$ cat src/common/cppc_pkg.sv
// constants and types for the configuration port pin control block
// assumes one 250 MHz core clock; all pins arrive synchronous or via sync
package cppc_pkg;
  // mode codes on the four mode inputs
  localparam logic [3:0] MODE_ASYNC_PERIPH = 4'h5;
  localparam logic [3:0] MODE_MASTER_PAR   = 4'h4;
  localparam logic [3:0] MODE_PORT         = 4'h7;
  localparam logic [3:0] MODE_RESET        = 4'hF;
  // transfer size codes
  localparam logic [1:0] TSZ_WORD = 2'h0;
  localparam logic [1:0] TSZ_BYTE = 2'h1;
  localparam logic [1:0] TSZ_HALF = 2'h2;
  // field widths and positions
  localparam int ADDR_W     = 18;
  localparam int DATA_W     = 8;
  localparam int STAT_W     = 4;
  localparam int RDY_BIT    = 7;
  localparam int STAT_LO    = 3;
  localparam int SYNC_W     = 2;
  // memory read clock half period in core cycles
  localparam int RCLK_HALF  = 4;
  localparam int RCLK_CNT_W = 3;
  typedef enum logic [2:0] {
    CPPC_POWER,
    CPPC_CLEAR,
    CPPC_WAIT,
    CPPC_LOAD,
    CPPC_DONE
  } cppc_state_e;
endpackage

$ cat src/design/cppc_strobe_sync.sv
// two-stage synchroniser with falling-edge detect for active-low strobes
// assumes strobes idle high; reset state matches idle
`timescale 1ns/1ps
module cppc_strobe_sync #(
  parameter int W = 2
) (
  // clock and reset
  input  wire logic         core_clk,
  input  wire logic         rst_n,
  // raw strobes
  input  wire logic [W-1:0] strobe_n,
  // synchronised level and one-cycle fall pulse
  output logic      [W-1:0] level_n,
  output logic      [W-1:0] fall
);
  logic [W-1:0] meta;
  logic [W-1:0] prev;

  // first stage feeds only the second
  always_ff @(posedge core_clk or negedge rst_n) begin
    if (!rst_n) begin
      meta    <= '1;
      level_n <= '1;
      prev    <= '1;
    end else begin
      meta    <= strobe_n;
      level_n <= meta;
      prev    <= level_n;
    end
  end

  assign fall = prev & ~level_n;
endmodule

$ cat src/design/cppc_pin_ctrl.sv
// configuration pin control: mode latch, status pins, init handshake,
// asynchronous peripheral byte load and processor port pin handling
// assumes the core supplies supply, clearing and finish levels
//
// Chosen here: the strobed register port and the register offsets.
`timescale 1ns/1ps
module cppc_pin_ctrl (
  // clock and reset
  input  wire logic                         core_clk,
  input  wire logic                         rst_n,
  // mode and init pins
  input  wire logic [3:0]                   mode_select,
  input  wire logic                         init_in,
  output logic                              init_out,
  output logic                              init_oe_n,
  // status pins
  output logic                              configuring_high_flag,
  output logic                              configuring_low_flag,
  output logic                              done_out,
  output logic                              done_oe_n,
  output logic                              ready_out,
  output logic                              ready_oe_n,
  // select and strobes
  input  wire logic                         chip_select_low_active,
  input  wire logic                         chip_select_high_active,
  input  wire logic                         rd_strobe_n,
  input  wire logic                         wr_strobe_n,
  // data bus
  input  wire logic [cppc_pkg::DATA_W-1:0]  data_in,
  output logic      [cppc_pkg::DATA_W-1:0]  data_out,
  output logic      [cppc_pkg::DATA_W-1:0]  data_oe_n,
  // processor port pins
  input  wire logic [cppc_pkg::ADDR_W-1:0]  host_address,
  input  wire logic                         host_burst_n,
  input  wire logic [1:0]                   host_transfer_size,
  output logic                              host_acknowledge_n,
  output logic                              ack_oe_n,
  // core status and options
  input  wire logic                         power_stable,
  input  wire logic                         memory_cleared,
  input  wire logic                         config_finished,
  input  wire logic                         boundary_scan_sel,
  input  wire logic                         processor_port_used,
  input  wire logic [cppc_pkg::STAT_W-1:0]  core_status,
  output logic      [3:0]                   mode_latched,
  output logic                              boundary_scan_active,
  output logic                              user_io_released,
  // configuration byte stream
  output logic      [cppc_pkg::DATA_W-1:0]  cfg_byte,
  output logic                              cfg_byte_valid,
  input  wire logic                         cfg_byte_taken,
  // processor port core side
  input  wire logic [cppc_pkg::DATA_W-1:0]  port_rd_data,
  output logic      [cppc_pkg::ADDR_W-1:0]  port_addr,
  output logic      [1:0]                   port_size,
  output logic                              port_burst,
  output logic      [cppc_pkg::DATA_W-1:0]  port_wr_data,
  output logic                              port_wr,
  output logic                              port_rd
);

  cppc_pkg::cppc_state_e st;
  logic                              init_q;
  logic                              busy;
  logic                              selected;
  logic                              rd_lvl_n;
  logic                              wr_lvl_n;
  logic                              rd_fall;
  logic                              wr_fall;
  logic [cppc_pkg::SYNC_W-1:0]       lvl_n;
  logic [cppc_pkg::SYNC_W-1:0]       falls;
  logic                              periph_mode;
  logic                              port_mode;
  logic                              rd_fetch;
  logic                              port_hold;
  logic [cppc_pkg::RCLK_CNT_W-1:0]   rclk_cnt;
  logic                              rclk;

  function automatic logic is_selected(input logic cs_lo, input logic cs_hi);
    return !cs_lo && cs_hi;
  endfunction

  // strobes cross in through a two-stage synchroniser
  cppc_strobe_sync #(
    .W (cppc_pkg::SYNC_W)
  ) u_sync (
    .core_clk (core_clk),
    .rst_n    (rst_n),
    .strobe_n ({wr_strobe_n, rd_strobe_n}),
    .level_n  (lvl_n),
    .fall     (falls)
  );

  assign rd_lvl_n = lvl_n[0];
  assign wr_lvl_n = lvl_n[1];
  assign rd_fall  = falls[0];
  assign wr_fall  = falls[1];
  assign selected = is_selected(chip_select_low_active, chip_select_high_active);
  assign periph_mode = (st == cppc_pkg::CPPC_LOAD)
                    && (mode_latched == cppc_pkg::MODE_ASYNC_PERIPH);
  // port stays live after loading when the port is in use
  assign port_mode = ((st == cppc_pkg::CPPC_LOAD)
                    && (mode_latched == cppc_pkg::MODE_PORT))
                  || ((st == cppc_pkg::CPPC_DONE) && processor_port_used);

  // sequence: supply settle, clearing, wait, load, done
  always_ff @(posedge core_clk or negedge rst_n) begin
    if (!rst_n) begin
      st <= cppc_pkg::CPPC_POWER;
    end else begin
      unique case (st)
        cppc_pkg::CPPC_POWER: begin
          if (power_stable) begin
            st <= cppc_pkg::CPPC_CLEAR;
          end
        end
        cppc_pkg::CPPC_CLEAR: begin
          if (memory_cleared) begin
            st <= cppc_pkg::CPPC_WAIT;
          end
        end
        cppc_pkg::CPPC_WAIT: begin
          if (init_in && !init_q) begin
            st <= cppc_pkg::CPPC_LOAD;
          end
        end
        cppc_pkg::CPPC_LOAD: begin
          if (config_finished) begin
            st <= cppc_pkg::CPPC_DONE;
          end
        end
        cppc_pkg::CPPC_DONE: begin
          st <= cppc_pkg::CPPC_DONE;
        end
      endcase
    end
  end

  // mode taken on the init rising edge only
  always_ff @(posedge core_clk or negedge rst_n) begin
    if (!rst_n) begin
      init_q       <= 1'b0;
      mode_latched <= cppc_pkg::MODE_RESET;
    end else begin
      init_q <= init_in;
      if (st == cppc_pkg::CPPC_WAIT && init_in && !init_q) begin
        mode_latched <= mode_select;
      end
    end
  end

  // init pin: open drain, driven low while settling and clearing
  always_ff @(posedge core_clk or negedge rst_n) begin
    if (!rst_n) begin
      init_out  <= 1'b0;
      init_oe_n <= 1'b0;
    end else begin
      init_out  <= 1'b0;
      init_oe_n <= !(st == cppc_pkg::CPPC_POWER || st == cppc_pkg::CPPC_CLEAR);
    end
  end

  // status pins follow the done state
  always_ff @(posedge core_clk or negedge rst_n) begin
    if (!rst_n) begin
      configuring_high_flag <= 1'b1;
      configuring_low_flag  <= 1'b0;
      done_out              <= 1'b0;
      done_oe_n             <= 1'b0;
      boundary_scan_active  <= 1'b1;
      user_io_released      <= 1'b0;
    end else begin
      configuring_high_flag <= (st != cppc_pkg::CPPC_DONE);
      configuring_low_flag  <= (st == cppc_pkg::CPPC_DONE);
      done_out              <= 1'b0;
      done_oe_n             <= (st == cppc_pkg::CPPC_DONE);
      boundary_scan_active  <= (st != cppc_pkg::CPPC_DONE) || boundary_scan_sel;
      user_io_released      <= (st == cppc_pkg::CPPC_DONE) && !processor_port_used;
    end
  end

  // byte capture; a busy device ignores further writes until taken
  always_ff @(posedge core_clk or negedge rst_n) begin
    if (!rst_n) begin
      cfg_byte       <= '0;
      cfg_byte_valid <= 1'b0;
      busy           <= 1'b0;
    end else begin
      cfg_byte_valid <= 1'b0;
      if (periph_mode && selected && wr_fall && !busy) begin
        cfg_byte       <= data_in;
        cfg_byte_valid <= 1'b1;
        busy           <= 1'b1;
      end else if (cfg_byte_taken) begin
        busy <= 1'b0;
      end
    end
  end

  // memory read clock for master parallel loading
  always_ff @(posedge core_clk or negedge rst_n) begin
    if (!rst_n) begin
      rclk_cnt <= '0;
      rclk     <= 1'b0;
    end else if (st == cppc_pkg::CPPC_LOAD
              && mode_latched == cppc_pkg::MODE_MASTER_PAR) begin
      if (rclk_cnt == cppc_pkg::RCLK_CNT_W'(cppc_pkg::RCLK_HALF - 1)) begin
        rclk_cnt <= '0;
        rclk     <= !rclk;
      end else begin
        rclk_cnt <= rclk_cnt + 1'b1;
      end
    end else begin
      rclk_cnt <= '0;
      rclk     <= 1'b0;
    end
  end

  // ready pin: busy status or read clock, else released
  always_ff @(posedge core_clk or negedge rst_n) begin
    if (!rst_n) begin
      ready_out  <= 1'b0;
      ready_oe_n <= 1'b1;
    end else if (periph_mode) begin
      ready_out  <= !busy;
      ready_oe_n <= 1'b0;
    end else if (st == cppc_pkg::CPPC_LOAD
              && mode_latched == cppc_pkg::MODE_MASTER_PAR) begin
      ready_out  <= rclk;
      ready_oe_n <= 1'b0;
    end else begin
      ready_out  <= 1'b0;
      ready_oe_n <= 1'b1;
    end
  end

  // processor port transfer; one request per read strobe fall
  always_ff @(posedge core_clk or negedge rst_n) begin
    if (!rst_n) begin
      port_addr    <= '0;
      port_size    <= cppc_pkg::TSZ_WORD;
      port_burst   <= 1'b0;
      port_wr_data <= '0;
      port_wr      <= 1'b0;
      port_rd      <= 1'b0;
      rd_fetch     <= 1'b0;
      port_hold    <= 1'b0;
    end else begin
      port_wr  <= 1'b0;
      port_rd  <= 1'b0;
      rd_fetch <= port_rd;
      if (port_mode && selected && rd_fall) begin
        port_addr  <= host_address;
        port_size  <= host_transfer_size;
        port_burst <= !host_burst_n;
        port_hold  <= 1'b1;
        if (wr_lvl_n) begin
          port_rd <= 1'b1;
        end else begin
          port_wr      <= 1'b1;
          port_wr_data <= data_in;
        end
      end else if (rd_lvl_n) begin
        port_hold <= 1'b0;
      end
    end
  end

  // acknowledge low from data taken or given until the strobe ends
  always_ff @(posedge core_clk or negedge rst_n) begin
    if (!rst_n) begin
      host_acknowledge_n <= 1'b1;
      ack_oe_n           <= 1'b1;
    end else begin
      ack_oe_n <= !port_mode;
      if (port_wr || rd_fetch) begin
        host_acknowledge_n <= 1'b0;
      end else if (!port_hold || rd_lvl_n) begin
        host_acknowledge_n <= 1'b1;
      end
    end
  end

  // data bus drive: port read data or peripheral status
  always_ff @(posedge core_clk or negedge rst_n) begin
    if (!rst_n) begin
      data_out  <= '0;
      data_oe_n <= '1;
    end else if (port_mode && port_hold && wr_lvl_n && !rd_lvl_n) begin
      if (rd_fetch) begin
        data_out  <= port_rd_data;
        data_oe_n <= '0;
      end
    end else if (periph_mode && selected && !rd_lvl_n && wr_lvl_n) begin
      // a low write strobe wins, so status is only shown with it high
      data_out  <= {!busy, core_status, 3'h0};
      data_oe_n <= {5'h00, 3'h7};
    end else begin
      data_out  <= '0;
      data_oe_n <= '1;
    end
  end

  AST_MODE_HOLD: assert property (@(posedge core_clk) disable iff (!rst_n)
    (st == cppc_pkg::CPPC_LOAD) |=> $stable(mode_latched))
    else $error("mode changed after latch");

  AST_FLAG_PAIR: assert property (@(posedge core_clk) disable iff (!rst_n)
    configuring_low_flag != configuring_high_flag)
    else $error("status flags not complementary");

  AST_HIGH_FLAG: assert property (@(posedge core_clk) disable iff (!rst_n)
    (st == cppc_pkg::CPPC_LOAD) |=> configuring_high_flag)
    else $error("high flag dropped while loading");

  AST_INIT_LOW: assert property (@(posedge core_clk) disable iff (!rst_n)
    (st == cppc_pkg::CPPC_CLEAR) |=> (!init_oe_n && !init_out))
    else $error("init not held low while clearing");

  AST_WAIT_HOLD: assert property (@(posedge core_clk) disable iff (!rst_n)
    (st == cppc_pkg::CPPC_WAIT && !init_in) |=> (st == cppc_pkg::CPPC_WAIT))
    else $error("left wait while init held low");

  AST_SELECT: assert property (@(posedge core_clk) disable iff (!rst_n)
    cfg_byte_valid |-> $past(selected))
    else $error("byte captured while not selected");

  AST_READY: assert property (@(posedge core_clk) disable iff (!rst_n)
    (periph_mode && cfg_byte_valid) |=> !ready_out)
    else $error("ready high after capture");

  AST_STATUS_D7: assert property (@(posedge core_clk) disable iff (!rst_n)
    (!data_oe_n[cppc_pkg::RDY_BIT] && !ready_oe_n && periph_mode)
      |-> (data_out[cppc_pkg::RDY_BIT] == ready_out))
    else $error("bit 7 differs from ready");

  AST_WR_WINS: assert property (@(posedge core_clk) disable iff (!rst_n)
    (periph_mode && !wr_lvl_n) |=> data_oe_n[cppc_pkg::STAT_LO])
    else $error("status driven during write");

  AST_ONCE: assert property (@(posedge core_clk) disable iff (!rst_n)
    cfg_byte_valid |=> !cfg_byte_valid)
    else $error("one strobe captured twice");

  AST_ACK: assert property (@(posedge core_clk) disable iff (!rst_n)
    port_wr |=> !host_acknowledge_n)
    else $error("no acknowledge after write");

  AST_DONE_REL: assert property (@(posedge core_clk) disable iff (!rst_n)
    (st == cppc_pkg::CPPC_DONE) |=> (done_oe_n && !configuring_high_flag))
    else $error("done not released");

  AST_BSCAN: assert property (@(posedge core_clk) disable iff (!rst_n)
    (st == cppc_pkg::CPPC_DONE && !boundary_scan_sel) |=> !boundary_scan_active)
    else $error("scan still active");

  AST_RELEASE: assert property (@(posedge core_clk) disable iff (!rst_n)
    processor_port_used |=> !user_io_released)
    else $error("port pins released while used");

endmodule

$ cat config.mk
export PLATFORM = sky130hd
export DESIGN_NAME = cppc_pin_ctrl
export DESIGN_NICKNAME = d
export VERILOG_FILES = /design/src/common/cppc_pkg.sv /design/src/design/cppc_strobe_sync.sv /design/src/design/cppc_pin_ctrl.sv
export SDC_FILE = /design/constraint.sdc
export NUM_CORES = 1
export LEC_CHECK = 0
export BUFFER_PORTS_ARGS = -buffer_cell sky130_fd_sc_hd__buf_2
export CAP_MARGIN = 20
export CORE_UTILIZATION = 45
export CTS_BUF_LIST = sky130_fd_sc_hd__clkbuf_8
export DETAILED_ROUTE_END_ITERATION = 7
export PLACE_DENSITY = 0.88
export SLEW_MARGIN = 25
export SYNTH_ARGS = -nofsm -noshare
export SYNTH_HDL_FRONTEND = slang
export SYNTH_SLANG_ARGS = --single-unit
$ cat constraint.sdc
create_clock -name core_clk -period 1.65 [get_ports core_clk]
set_input_delay 0.4125 -clock core_clk [delete_from_list [all_inputs] [get_ports core_clk]]
set_output_delay 0.4125 -clock core_clk [all_outputs]
set_load 0.01 [all_outputs]
==> results.json <==
{
  "status": "finished with violations",
  "violations": "setup timing",
  "ir_worst_vdd_mv": 0.7167,
  "synthAdderAreaFrac_pct": 0.3990,
  "cts_root_buffer": "clkbuf_8",
  "syn_avg_cell_area_sq_um": 14.65,
  "overflow": 0,
  "dr.first_iter.drc_count": 88,
  "antennaDiodeCount": 0,
  "timing.rr.end": "port_wr_data[5]",
  "holdCritPathClass": "in -> async",
  "io_pins": 130,
  "syn_inst": 214,
  "power.total_mw": 4.217,
  "r2r-start": "mode_latched[0]",
  "drc": 0,
  "synthSimpleGateAreaFrac_pct": 9.697,
  "clk_latency_ns": 0.34,
  "worstPathArrival_ns": 1.93,
  "finalWeightedCongestion": 0.8159,
  "worst_slack_ns": -0.06668,
  "rows": 30,
  "rsz0062_at_grt": "true",
  "endpoint": "port_wr_data[5]",
  "drt_pass1_iterations": 4,
  "syn_area_sq_um": 3136,
  "worstRegToRegCells": 5,
  "grt_usage_pct": 18.82,
  "die_x_um": 85.48,
  "cp_data_required_time_ns": 1.87,
  "area_growth_pct": 39.23,
  "p_leak_nw": 2.170,
  "synth.top_cell.area_share_pct": 50.28,
  "final.setup.tns_ns": -0.8962,
  "ys.flop_type": "dfrtp_1",
  "synth_xor_area_share_pct": 0.2793,
  "ctsHtreeMaxLevel": 3,
  "start_util_pct": 46.41,
  "ys_seq_elements": 80,
  "finClkSkew_ns": 0.009311,
  "worstMarginPinSlew_ns": 0.5145,
  "cp-end-kind": "flip-flop",
  "cts_buffers": 9,
  "yosysTopAreaCell": "dfrtp_1",
  "vias_per_cell": 4.884,
  "dieArea_sq_um": 7306,
  "clk_path_buf_depth": 2,
  "fin_crit_sh_pct": 104.0,
  "ys_warn_count": 0,
  "wire_per_inst_um": 14.68,
  "synth_compound_area_share_pct": 4.469,
  "grt_max_degree": 34,
  "grt_pass1_vias": 2199,
  "coreArea_sq_um": 6756,
  "start_kind": "flip-flop",
  "crit_start": "mode_latched[0]",
  "die_h_um": 85.48,
  "synth_mux_area_share_pct": 16.88,
  "path_class": "reg -> reg",
  "fmax_mhz": 582.5,
  "antenna_left": 0,
  "clk_pin_slew_ns": 0.08,
  "crit_fanout": 4,
  "min_period_ns": 1.717,
  "pre_cts_slack_ns": -0.2124,
  "grt_antenna_before_repair": 0,
  "grt_pass1_wl_um": 10510,
  "r2r_slack_ns": -0.07,
  "synth_edf_count": 0,
  "final_util_pct": 64.61,
  "drive_gt1_share_pct": 64.50,
  "yosys-top-cells-area": "dfrtp_1 (50%), dfstp_2 (14%), mux2_2 (14%)",
  "setup_violations": 34,
  "num_vias": 2193,
  "relSlewSlack_pct": 65.70,
  "synth_top_family_by_area": "multiplexers",
  "ys_types": 43,
  "cts_tree": "done",
  "p_per_area_nw_per_um2": 966.0,
  "drt-total-wl_um": 6590,
  "final_cell_mix": "buf_2 (126), dfrtp_1 (63), mux2_4 (26)",
  "final_common_cell": "buf_2",
  "yosysSeqAreaShare_pct": 64.53,
  "hold_viol": 0,
  "hpwlAfterDp_um": 4825,
  "slew_violations": 0,
  "clock-sinks": 80,
  "synthArstFlopShare_pct": 100.0,
  "port_buffers": 127,
  "cap_violations": 0,
  "nets": 423
}
==> cells by family after synthesis <==
family,count (synthesis)
AOI/OAI and AO/OA,18
xor gates and xnor gates,1
adders and majority gates,1
buffers and inverters,20
DFF,80
muxes,48
other,1
and+or+nand+nor,45
==> synth_stat cells (2+ instances only) <==
| cell | number |
|---|---|
| inv_1 | 5 |
| mux2_2 | 38 |
| nand4b_1 | 2 |
| nor4_1 | 2 |
| clkbuf_1 | 2 |
| dfstp_2 | 17 |
| nor3_1 | 3 |
| nor2b_1 | 3 |
| buf_2 | 4 |
| nand2_1 | 6 |
| mux2i_1 | 9 |
| o2bb2ai_1 | 5 |
| or2_2 | 2 |
| nand2b_1 | 2 |
| o21ai_0 | 4 |
| nor3_4 | 2 |
| dfrtp_1 | 63 |
| nor2_1 | 10 |
| nor4b_1 | 2 |
| buf_4 | 9 |
| a21oi_1 | 2 |
==> stage by stage <==
| step | cells | hold WS [ns] | instance area (sq um) |
|---|---|---|---|
| 3_5_place_dp | 430 | 0.3510 | 3993 |
| 4_1_cts | 448 | 0.01531 | 4228 |
| 2_1_floorplan | 215 | 0.1169 | 3158 |
| 6_report | 449 | 0.01178 | 4365 |
| 3_3_place_gp | 430 | 0.3460 | 3993 |
| 5_1_grt | 449 | 0.02183 | 4365 |
==> power breakdown <==
part / switching (mW) / internal, mW
logic: 0.271 / 0.350
registers: 0.0924 / 2.14
clock network: 0.641 / 0.722
==> metal layers <==
metal / routed length [um] / GRT usage [%]
met5: 0 / 0
met4: 82 / 6.364
met3: 403 / 5.545
met2: 3341 / 31.35
met1: 2763 / 23.55
==> critical path, stage by stage (launching register included) <==
cell and delay (ns):
dfstp_2 0.53, and4b_1 0.25, a21oi_4 0.11, nor3_4 0.25
buf_6 0.16, mux2_4 0.30
==> sequential cells by signal, indices dropped and copies added, names as in the netlist, 2 cells and up <==
| name | cells |
|---|---|
| port_addr | 18 |
| data_oe_n | 2 |
| u_sync.prev | 2 |
| mode_latched | 4 |
| data_out | 8 |
| port_wr_data | 8 |
| u_sync.meta | 2 |
| st | 3 |
| u_sync.level_n | 2 |
| cfg_byte | 8 |
| port_size | 2 |
| rclk_cnt | 3 |
==> cell type report <==
type,instances,area [sq um]
Multi-Input combinational cell,115,1124
Fill cell,526,2391
Clock inverter,6,52.55
Clock buffer,10,137.6
Tap cell,80,100.1
Timing Repair Buffer,153,909.6
Inverter,5,18.77
Sequential cell,80,2023
==> worst min path at each step <==
stage              startpoint                end  slack, ns  depth (start not counted)
3_5_place_dp   u_sync.meta[1]  u_sync.level_n[1]       0.35                          0
2_1_floorplan           rst_n               busy       0.12                          0
5_1_grt                 rst_n      port_addr[12]       0.02                          1
4_1_cts                 rst_n      port_addr[12]       0.02                          1
6_report                rst_n       port_addr[6]       0.01                          1
3_3_place_gp   u_sync.meta[1]  u_sync.level_n[1]       0.35                          0
==> timing repair <==
action                                  CTS  global route
buffers inserted                          1             1
endpoints found under the setup margin   36            37
cloned                                    1             0
hold buffers                              0             0
pin swaps                                 3             4
resized for setup                         9            31
(Power assumes the default switching activity.)
